## config.mk

```make
export PLATFORM = sky130hd
export DESIGN_NAME = io_channel_cycle_steal_arbiter
export DESIGN_NICKNAME = d
export VERILOG_FILES = /design/src/verilog/io_channel_cycle_steal_arbiter.v
export VERILOG_INCLUDE_DIRS = /design/src /design/src/inc
export SDC_FILE = /design/constraint.sdc
export NUM_CORES = 1
export LEC_CHECK = 0
export BUFFER_PORTS_ARGS = -buffer_cell sky130_fd_sc_hd__buf_2
export CAP_MARGIN = 0
export CORE_AREA = 2 2 92 138
export DETAILED_ROUTE_END_ITERATION = 8
export DIE_AREA = 0 0 94 140
export PLACE_DENSITY = 0.58
export SLEW_MARGIN = 20
export SYNTH_ARGS = -nofsm -noshare
export SYNTH_HDL_FRONTEND = slang
export SYNTH_SLANG_ARGS = --single-unit
```

## constraint.sdc

```tcl
create_clock -name ref_clk -period 2.5 [get_ports ref_clk]
set_clock_uncertainty 0.15 [all_clocks]
set_input_delay 0.25 -clock ref_clk [delete_from_list [all_inputs] [get_ports ref_clk]]
set_output_delay 0.25 -clock ref_clk [all_outputs]
set_load 0.005 [all_outputs]
```

## src/inc/io_channel_cycle_steal_arbiter_consts.vh

```
// Constants for the I/O channel cycle-steal arbiter
`ifndef IO_CHANNEL_CYCLE_STEAL_ARBITER_CONSTS_VH
`define IO_CHANNEL_CYCLE_STEAL_ARBITER_CONSTS_VH

// Clock period of ref_clk
`define CLK_PERIOD_NS 25
// Fastest channel clock period
`define PULSE_FAST_NS 100
// Second channel clock period
`define PULSE_512_US 512
// 512 us counted in 100 ns ticks
`define MID_TICKS_DEFAULT 13'h1400
// Nanoseconds in one microsecond
`define NS_PER_US 1000
// Ratios of the slower channel clocks to the 512 us clock
`define RATIO_1024 2
`define RATIO_131 256
`define RATIO_1048 2048

// Counter widths
`define FAST_W 3
`define MID_W 13
`define R1024_W 1
`define R131_W 8
`define R1048_W 11

// Command count at which the ID command is dropped; it is held on the bus for five cycles
`define ID_CMD_CYCLES 4'h4
// Cycle in the command at which the synchronised bus is sampled
`define ID_SAMPLE_AT 4'h3

// Fault byte bits that redefine the last-operation digit
`define FAULT_CTX_A 6
`define FAULT_CTX_B 7

// Reset values
`define FAULT_RESET 8'h00
`define LASTOP_RESET 8'h00
`define LOW_NIBBLE 4'h0

`endif

```

## src/verilog/io_channel_cycle_steal_arbiter.v

```verilog
// I/O channel: cycle-steal arbiter, fault byte, last-op register, channel clocks
//
// Behaviour
// Each detected error sets its own bit in the fault byte.
// Channel error recording ignores the processor's error-check disable.
// Processor can sense the fault byte during recovery.
// Last-operation register is sensed and loaded by the processor.
// Fault byte bits 6 and 7 decide the meaning of register bits 0-3.
// Register bits 4-7 are unused and always zero.
// Fault byte and last-operation register are shown on the panel.
// Grant needs system interrupt priority first, then attachment priority.
// After recognition the channel issues the sense cycle-steal ID command.
// Requesting attachments answer by driving their own bus bit.
// Highest set bus bit wins; bit 0 highest, bit 7 lowest.
// Bits 1,2,4,5,6,7 are assigned attachments; bits 0 and 3 unused.
// Upper hex digit of register records the granted bus bit number.
// Five channel clock pulses: 100ns, 512us, 1024us, 131ms, 1048ms.
// Channel clocks keep running through a processor check.
// Channel clocks can be halted during diagnostic testing.
// All channel clocks divide down one oscillator.
// No answer to the ID command: no grant, register unchanged.
// Reset clears fault byte and register and restarts the dividers.
`timescale 1ns/1ps
`default_nettype none
`include "io_channel_cycle_steal_arbiter_consts.vh"

module io_channel_cycle_steal_arbiter #(
    parameter [`MID_W-1:0] MID_TICKS =
        `MID_TICKS_DEFAULT
) (
    input wire ref_clk,
    input wire rst_n,
    input wire csRecognized,
    input wire intBlocked,
    input wire [0:7] idBusIn,
    output reg idCommand,
    output reg grantValid,
    output reg [2:0] grantBit,
    input wire [0:7] errorDetect,
    input wire lastOpLoad,
    input wire [0:7] lastOpWrData,
    input wire faultLoad,
    input wire [0:7] faultWrData,
    input wire senseFault,
    output reg [0:7] senseData,
    output reg [0:7] panelFault,
    output reg [0:7] panelLastOp,
    input wire diagHalt,
    output reg [4:0] chanClock
);

    localparam [1:0] ST_IDLE = 2'b00;
    localparam [1:0] ST_CMD = 2'b01;
    localparam [1:0] ST_WAIT = 2'b10;

    // Terminal counts other than MID_LAST worked out wide, then cut to counter width
    localparam integer FAST_CYC_I = `PULSE_FAST_NS / `CLK_PERIOD_NS;
    localparam integer FAST_LAST_I = FAST_CYC_I - 1;
    localparam integer R1024_LAST_I = `RATIO_1024 - 1;
    localparam integer R131_LAST_I = `RATIO_131 - 1;
    localparam integer R1048_LAST_I = `RATIO_1048 - 1;

    localparam [`FAST_W-1:0] FAST_LAST = FAST_LAST_I[`FAST_W-1:0];
    localparam [`MID_W-1:0] MID_LAST = MID_TICKS - 13'h0001;
    localparam [`R1024_W-1:0] R1024_LAST = R1024_LAST_I[`R1024_W-1:0];
    localparam [`R131_W-1:0] R131_LAST = R131_LAST_I[`R131_W-1:0];
    localparam [`R1048_W-1:0] R1048_LAST = R1048_LAST_I[`R1048_W-1:0];

    // Bus and halt pin synchronisers
    // Answers reach busSync two edges late, hence the late sample point
    reg [0:7] busMeta;
    reg [0:7] busSync;
    reg haltMeta;
    reg haltSync;

    always @(posedge ref_clk) begin
        if (!rst_n) begin
            busMeta <= 8'h00;
            busSync <= 8'h00;
            haltMeta <= 1'b0;
            haltSync <= 1'b0;
        end else begin
            busMeta <= idBusIn;
            busSync <= busMeta;
            haltMeta <= diagHalt;
            haltSync <= haltMeta;
        end
    end

    // Priority search over the answer bits
    // Unassigned bits 0 and 3 still ranked
    function [3:0] pickWinner;
        input [0:7] bits;
        integer k;
        begin
            pickWinner = 4'h0;
            for (k = 7; k >= 0; k = k - 1) begin
                if (bits[k]) begin
                    pickWinner = {1'b1, k[2:0]};
                end
            end
        end
    endfunction

    reg [1:0] state;
    reg [1:0] next_state;
    reg [3:0] cmdCount;
    reg [3:0] next_cmdCount;
    reg next_idCommand;
    reg next_grantValid;
    reg [2:0] next_grantBit;
    reg doGrant;
    wire [3:0] winner;

    // Fixed bit priority
    assign winner = pickWinner(busSync);

    always @* begin
        next_state = state;
        next_cmdCount = cmdCount;
        next_idCommand = idCommand;
        next_grantValid = 1'b0;
        next_grantBit = grantBit;
        doGrant = 1'b0;
        case (state)
            ST_IDLE: begin
                // Interrupt priority first
                if (csRecognized && !intBlocked) begin
                    next_state = ST_CMD;
                    next_cmdCount = 4'h0;
                    // Issue sense ID command
                    next_idCommand = 1'b1;
                end
            end
            ST_CMD: begin
                next_cmdCount = cmdCount + 4'h1;
                if (cmdCount == `ID_SAMPLE_AT) begin
                    next_state = ST_WAIT;
                    // Answers sampled from the bus
                    if (winner[3]) begin
                        // Attachment priority second
                        doGrant = 1'b1;
                        next_grantValid = 1'b1;
                        next_grantBit = winner[2:0];
                    end
                    // No answer means no grant
                end
            end
            ST_WAIT: begin
                // Command stands one cycle past the grant
                next_cmdCount = cmdCount + 4'h1;
                if (cmdCount == `ID_CMD_CYCLES) begin
                    next_idCommand = 1'b0;
                    next_state = ST_IDLE;
                end
            end
            default: begin
                next_state = ST_IDLE;
                next_idCommand = 1'b0;
            end
        endcase
    end

    always @(posedge ref_clk) begin
        if (!rst_n) begin
            state <= ST_IDLE;
            cmdCount <= 4'h0;
            idCommand <= 1'b0;
            grantValid <= 1'b0;
            grantBit <= 3'h0;
        end else begin
            state <= next_state;
            cmdCount <= next_cmdCount;
            idCommand <= next_idCommand;
            grantValid <= next_grantValid;
            grantBit <= next_grantBit;
        end
    end

    // Fault byte and last-operation register
    reg [0:7] faultByte;
    reg [0:7] lastOp;
    reg [0:7] next_faultByte;
    reg [0:7] next_lastOp;
    wire faultContext;

    // Fault context bits hold the digit against grants
    assign faultContext = faultByte[`FAULT_CTX_A] | faultByte[`FAULT_CTX_B];

    always @* begin
        // Processor load is how bits get cleared
        next_faultByte = faultByte;
        if (faultLoad) begin
            next_faultByte = faultWrData;
        end
        // Set per error kind; set wins over load
        // Not gated by any processor check disable
        next_faultByte = next_faultByte | errorDetect;
    end

    always @* begin
        next_lastOp = lastOp;
        // Processor load
        // Load beats a grant in the same cycle
        if (lastOpLoad) begin
            next_lastOp = lastOpWrData;
        end else if (doGrant && !faultContext) begin
            // Record granted bit number
            next_lastOp[0:3] = {1'b0, winner[2:0]};
        end
        // Low nibble carries nothing
        next_lastOp[4:7] = `LOW_NIBBLE;
    end

    always @(posedge ref_clk) begin
        if (!rst_n) begin
            // Clear on reset
            faultByte <= `FAULT_RESET;
            lastOp <= `LASTOP_RESET;
        end else begin
            faultByte <= next_faultByte;
            lastOp <= next_lastOp;
        end
    end

    // Sense and panel outputs
    always @(posedge ref_clk) begin
        if (!rst_n) begin
            senseData <= 8'h00;
            panelFault <= 8'h00;
            panelLastOp <= 8'h00;
        end else begin
            // Sense either register
            if (senseFault) begin
                senseData <= faultByte;
            end else begin
                senseData <= lastOp;
            end
            // Panel display
            panelFault <= faultByte;
            panelLastOp <= lastOp;
        end
    end

    // Channel clock dividers
    reg [`FAST_W-1:0] fastCount;
    reg [`MID_W-1:0] midCount;
    reg [`R1024_W-1:0] c1024;
    reg [`R131_W-1:0] c131;
    reg [`R1048_W-1:0] c1048;
    wire fastWrap;
    wire midWrap;

    // Single oscillator chain
    assign fastWrap = (fastCount == FAST_LAST);
    assign midWrap = fastWrap && (midCount == MID_LAST);

    always @(posedge ref_clk) begin
        if (!rst_n) begin
            // Dividers restart
            fastCount <= {`FAST_W{1'b0}};
            midCount <= {`MID_W{1'b0}};
            c1024 <= {`R1024_W{1'b0}};
            c131 <= {`R131_W{1'b0}};
            c1048 <= {`R1048_W{1'b0}};
            chanClock <= 5'h00;
        end else if (haltSync) begin
            // Diagnostic halt freezes all clocks
            chanClock <= 5'h00;
        end else begin
            // Nothing else stops the clocks
            // Five periodic pulses
            if (fastWrap) begin
                fastCount <= {`FAST_W{1'b0}};
            end else begin
                fastCount <= fastCount + 3'h1;
            end
            // Slow pulses coincide with a 512 us pulse
            chanClock[0] <= fastWrap;
            chanClock[1] <= midWrap;
            chanClock[2] <= midWrap && (c1024 == R1024_LAST);
            chanClock[3] <= midWrap && (c131 == R131_LAST);
            chanClock[4] <= midWrap && (c1048 == R1048_LAST);
            if (fastWrap) begin
                if (midCount == MID_LAST) begin
                    midCount <= {`MID_W{1'b0}};
                end else begin
                    midCount <= midCount + 13'h0001;
                end
            end
            if (midWrap) begin
                c1024 <= c1024 + 1'b1;
                c131 <= c131 + 8'h01;
                c1048 <= c1048 + 11'h001;
            end
        end
    end

endmodule

`default_nettype wire
```

After elaboration in Yosys (flattened, before gate mapping)
Cells that the tools add are included.
{ "op_classes": {"addsub": 6, "reduce_logical": 19, "n_mux": 26, "n_eq_ne": 11, "n_bitwise": 5} }
{ "ops": {"columns": ["op", "count"], "rows": [
  ["2-to-1 mux 4 bit", 11],
  ["2-to-1 mux 8 bit", 2],
  ["adder 13 x 1 -> 13 bit (second input constant)", 1],
  ["equality test 13 bit (second input constant)", 1],
  ["2-to-1 mux 13 bit", 1],
  ["adder 11 x 1 -> 11 bit (second input constant)", 1],
  ["equality test 11 bit (second input constant)", 1],
  ["AND reduction 3 bit", 3],
  ["adder 8 x 1 -> 8 bit (second input constant)", 1],
  ["equality test 8 bit (second input constant)", 1],
  ["bitwise OR 8 bit", 1],
  ["case mux 4 bit (2 select lines)", 1],
  ["logical AND 1 bit", 6],
  ["2-to-1 mux 2 bit", 3],
  ["inequality test 2 bit (second input constant)", 3],
  ["case mux 2 bit (3 select lines)", 1],
  ["AND reduction 2 bit", 3],
  ["2-to-1 mux 1 bit", 5],
  ["adder 4 x 1 -> 4 bit (second input constant)", 1],
  ["equality test 4 x 2 -> 1 bit (second input constant)", 1],
  ["equality test 4 x 3 -> 1 bit (second input constant)", 1],
  ["nonzero test 2 bit", 2],
  ["OR reduction 2 bit", 2],
  ["adder 3 x 1 -> 3 bit (second input constant)", 1],
  ["10 further kinds", 13]
]} }
{ "totals": {"wordCells": 88, "output_inout_bits": 34, "register_bits": 110} }

Longest topological paths before layout
{ "depth": {"depth_word": 14, "ltp_mapped": 8, "ltp_nobuf": 7} }

Worst setup path after synthesis
Ideal clock, no wire load.
{ "synth_timing": {"kind": "flip-flop to flip-flop", "start": "register cmdCount[0]", "end": "register lastOp[2] in the netlist's numbering", "setup_ns": 0.132, "period_less_slack_ns": 1.808, "t_arrival_ns": 1.526, "path_stages_with_launch": 7, "path_buffers": 0, "setup_slack_ns": 0.692, "path_cell_list": "dfxtp_1 -> ha_1 -> nor3b_4 -> nor4b_4 -> nor2b_4 -> mux2i_1 -> a211oi_2"} }
{ "synth_between": {"elab_chain_cells": 5} }
{ "synth_rtl": {"columns": ["item", "line", "text"], "rows": [
  ["from (decl)", "io_channel_cycle_steal_arbiter.v:107", "reg [3:0] cmdCount;"],
  ["from (signal assigned)", "io_channel_cycle_steal_arbiter.v:173", "cmdCount <= next_cmdCount;"],
  ["equality test 4 x 2 -> 1 bit (no line)", null, null],
  ["2-to-1 mux 1 bit", "io_channel_cycle_steal_arbiter.v:137", "if (cmdCount == `ID_SAMPLE_AT) begin"],
  ["2-to-1 mux 1 bit", "io_channel_cycle_steal_arbiter.v:125", "case (state)"],
  ["logical AND 1 bit", "io_channel_cycle_steal_arbiter.v:207", "end else if (doGrant && !faultContext) begin"],
  ["nonzero test 2 bit (no line)", null, null],
  ["to (signal assigned)", "io_channel_cycle_steal_arbiter.v:219", "lastOp <= `LASTOP_RESET;"],
  ["to (signal assigned)", "io_channel_cycle_steal_arbiter.v:222", "lastOp <= next_lastOp;"],
  ["to (decl)", "io_channel_cycle_steal_arbiter.v:182", "reg [0:7] lastOp;"]
]} }
No other way between the ends.
A chain may end at the register's enable or synchronous reset.

Worst setup path after layout
{ "layout_timing": {"start": "register midCount[0]", "end": "register c1048[0]"} }
{ "layout_between": {"elab_chain_cells": 3} }
{ "layout_rtl": {"columns": ["item", "line", "text"], "rows": [
  ["from (decl)", "io_channel_cycle_steal_arbiter.v:247", "reg [`MID_W-1:0] midCount;"],
  ["from (signal assigned)", "io_channel_cycle_steal_arbiter.v:262", "midCount <= {`MID_W{1'b0}};"],
  ["from (signal assigned)", "io_channel_cycle_steal_arbiter.v:286", "midCount <= {`MID_W{1'b0}};"],
  ["from (signal assigned)", "io_channel_cycle_steal_arbiter.v:288", "midCount <= midCount + 13'h0001;"],
  ["equality test 13 bit", "io_channel_cycle_steal_arbiter.v:256", "assign midWrap = fastWrap && (midCount == MID_LAST);"],
  ["logical AND 1 bit", "io_channel_cycle_steal_arbiter.v:256", null],
  ["AND reduction 2 bit (no line)", null, null],
  ["to (signal assigned)", "io_channel_cycle_steal_arbiter.v:265", "c1048 <= {`R1048_W{1'b0}};"],
  ["to (signal assigned)", "io_channel_cycle_steal_arbiter.v:294", "c1048 <= c1048 + 11'h001;"],
  ["to (decl)", "io_channel_cycle_steal_arbiter.v:250", "reg [`R1048_W-1:0] c1048;"]
]} }
No other way between the ends.

==> insert_results.sql <==
INSERT INTO impl_metrics (metric_group, metric, value, unit) VALUES
('run_status', 'run_status', 'complete, no violations', ''),
('drt', 'avgViaCountPerCell', '4.63', ''),
('synth', 'share_of_the_synthesized_area_in_the_top_cell_type', '49.9', '%'),
('grt', 'groute.layer.met3.usage', '3.01', '%'),
('critical_path', 'critPathSlowestCell', 'sky130_fd_sc_hd__nor2_1', ''),
('clock_tree', 'clock_latency', '0.34', 'ns'),
('synth', 'ys.flop_type', 'sky130_fd_sc_hd__dfxtp_1', ''),
('critical_path', 'timing.rr.start', 'midCount[0]$_SDFFE_PN0P_', ''),
('synth', 'yosysSeqAreaShare', '49.9', '%'),
('floorplanning', 'floorplan.rows', '49', ''),
('timing', 'fin_worst_hold_slack', '0.00359', 'ns'),
('timing', 'grt_setup_unrepaired', 'false', ''),
('synth', 'syn-cell-area', '4090', 'um2'),
('critical_path', 'worst-setup-path-type', 'flip-flop to flip-flop', ''),
('clock_tree', 'post_cts_resized', '0', ''),
('drt', 'vias', '3061', ''),
('pwr', 'power.density_cell_area', '681', 'nW/um2'),
('critical_path', 'rr_worst_depth', '6', ''),
('synth', 'yosys_register_bits', '102', ''),
('placed_design', 'placedCellCount', '626', ''),
('grt', 'grt_overflow_total', '0', ''),
('grt', 'grt_usage', '13.4', '%'),
('cells_and_area', 'design_area', '5050', 'um2'),
('synth', 'yosys.cell_count.top_type', 'sky130_fd_sc_hd__dfxtp_1', ''),
('drt', 'wl_per_cell', '12.3', 'um'),
('min_path', 'timing.hold.worst_path_depth', '3', ''),
('cells_and_area', 'final_core_util', '42.2', '%'),
('critical_path', 'timing.critical_path.cells', 'ha_1 -> and3_1 -> nand3_4 -> nor2_1 -> xnor2_1 -> nor2_1', ''),
('drt', 'drc', '0', ''),
('critical_path', 'reg2reg_slack', '0.37', 'ns'),
('synth', 'synth_commonest_cells', 'sky130_fd_sc_hd__dfxtp_1, sky130_fd_sc_hd__nor2_1, sky130_fd_sc_hd__and2_1, sky130_fd_sc_hd__nand2_1, sky130_fd_sc_hd__xnor2_1', ''),
('synth', 'synth-edff-count', '0', ''),
('synth', 'synth_cell_types', '49', ''),
('drt', 'drt.antenna.violating_nets', '0', ''),
('clock_tree', 'worst_setup_hold_path_clk_slew', '0.07', 'ns'),
('critical_path', 'worst_setup_path_start_kind', 'flip-flop', ''),
('grt', 'grt_use_met1', '13.6', '%'),
('placed_design', 'place_congestion', '0.745', ''),
('placed_design', 'io_buffer_count', '65', ''),
('drt', 'detail_route.iter0.violations', '102', ''),
('floorplanning', 'horizontal_die_dimension', '94', 'um'),
('cells_and_area', 'instances_no_fill', '661', ''),
('floorplanning', 'top_level_ports', '74', ''),
('critical_path', 'crit_path_end_kind', 'flip-flop', ''),
('timing', 'finalSetupViolCount', '0', ''),
('floorplanning', 'chipHeight', '140', 'um'),
('grt', 'busiest_layer', 'met2', ''),
('grt', 'grt_start_max_net_pins', '51', ''),
('timing', 'setup_tns', '0', 'ns'),
('placed_design', 'place_worst_setup_slack', '0.375', 'ns'),
('critical_path', 'critical_path.max_stage_delay', '0.43', 'ns'),
('placed_design', 'placed_cell_area', '4550', 'um2'),
('timing', 'setup_slack', '0.369', 'ns'),
('synth', 'netlist_instances', '419', ''),
('critical_path', 'critPathBufInv', '0', ''),
('floorplanning', 'floorplan.initialDensity', '34.2', '%'),
('clock_tree', 'cts_buffers', '9', ''),
('grt', 'grt_antenna_before_repair', '0', ''),
('min_path', 'min_path_type', 'input pin to flip-flop', ''),
('critical_path', 'crit_fanout', '14', ''),
('synth', 'netlist.top_cell.by_area', 'sky130_fd_sc_hd__dfxtp_1', ''),
('clock_tree', 'tritoncts', 'done', ''),
('floorplanning', 'die_area', '13200', 'um2'),
('critical_path', 'critical_path.most_common_cell', 'sky130_fd_sc_hd__nor2_1', ''),
('timing', 'fmax', '0.469', 'GHz'),
('pwr', 'leakagePower', '2.08', 'nW'),
('clock_tree', 'cts_hold_repair.buffers', '20', ''),
('clock_tree', 'tritoncts_num_sinks', '102', ''),
('clock_tree', 'root_buffer', 'sky130_fd_sc_hd__clkbuf_16', ''),
('drt', 'totalWireLength', '8160', 'um'),
('critical_path', 'timing.critical_path.max_delay_family', 'simple AND/OR/NAND/NOR gates', '');
[layout by cell type, fill, tap and decap left out, drive strengths merged]
master and n:
a31oi 1, nand2 24, and3b 1, a32oi 1, xnor2 21, nor2b 10
or2 1, o21ai 14, or4 2, dfxtp 102, nor3 8, nor3b 4
nor2 52, inv 15, dlygate4sd3 20, a21o 1, a21boi 1, clkbuf 10
buf 71, nand3b 3, nand3 17, conb 4, nand4 7, mux2i 10
nor4 10, o41ai 1, a21oi 14, nor4b 1, and4 3, and2 37
or3 1, bufinv 1, clkinv 2, and3 9, a311oi 1, xor2 9
a211oi 10, ha 9
[cell families (layout without fill, tap and decap cells)]
group | Yosys count | after routing | synth area share (%)
and+or+nand+nor | 190 | 190 | 27.9
DFF | 102 | 102 | 49.9
AOI/OAI and AO/OA | 44 | 44 | 6.54
buffers and inverters | 33 | 119 | 3.94
xor gates and xnor gates | 30 | 30 | 6.42
muxes | 10 | 10 | 2.45
adders and majority gates | 9 | 9 | 2.75
other | 1 | 4 | 0.0917
[where the power goes]
part | total [mW] | leakage, nW | switching [mW] | internal (mW)
Combinational | 0.319 | 1.09 | 0.169 | 0.150
Sequential | 1.73 | 0.834 | 0.0384 | 1.69
Clock | 1.39 | 0.149 | 0.588 | 0.801
Total | 3.44 | 2.08 | 0.795 | 2.64
[metal layers]
metal	part of all wire, %	wire length (um)
met3	3.6	292
met2	53	4330
met4	2.1	169
met5	0	0
met1	41	3370
[worst register-to-register path: cells and delay by family (launching register included)]
family                     cells  cell delay [ns]
xor gates and xnor gates       1             0.17
adders and majority gates      1             0.20
DFF                            1             0.40
and+or+nand+nor                4             1.08
[worst max-delay path by stage]
stage / cells after the start / from / slack (ns) / to
6_report: 6 / midCount[0]$_SDFFE_PN0P_ / 0.37 / c1048[0]$_SDFFE_PN0P_
5_1_grt: 6 / midCount[0]$_SDFFE_PN0P_ / 0.21 / c1048[0]$_SDFFE_PN0P_
4_1_cts: 6 / midCount[0]$_SDFFE_PN0P_ / 0.35 / c1048[0]$_SDFFE_PN0P_
3_5_place_dp: 6 / midCount[0]$_SDFFE_PN0P_ / 0.37 / c1048[0]$_SDFFE_PN0P_
3_3_place_gp: 6 / midCount[0]$_SDFFE_PN0P_ / 0.42 / c1024$_SDFFE_PN0P_
2_1_floorplan: 6 / cmdCount[0]$_SDFFE_PN0P_ / 0.69 / lastOp[2]$_SDFFE_PN0P_
[flip-flops by register name, summed over array words and instances, names as in the netlist, 2 cells and up]
| register | cells |
|---|---|
| busMeta | 8 |
| busSync | 8 |
| c1048 | 11 |
| c131 | 8 |
| chanClock | 5 |
| cmdCount | 4 |
| fastCount | 3 |
| faultByte | 8 |
| grantBit | 3 |
| lastOp | 4 |
| midCount | 13 |
| panelFault | 8 |
| panelLastOp | 4 |
| senseData | 8 |
| state | 2 |
[layout make-up]
class / count / area [um2]
clock inverters: 5 / 57.6
clock buffers: 10 / 239
multi-input cells: 287 / 1900
repair buffers: 91 / 571
fillers: 1174 / 6910
inverters: 13 / 48.8
well taps: 153 / 191
flip-flops and latches: 102 / 2040
No activity file was read; power rests on OpenSTA's default activity.
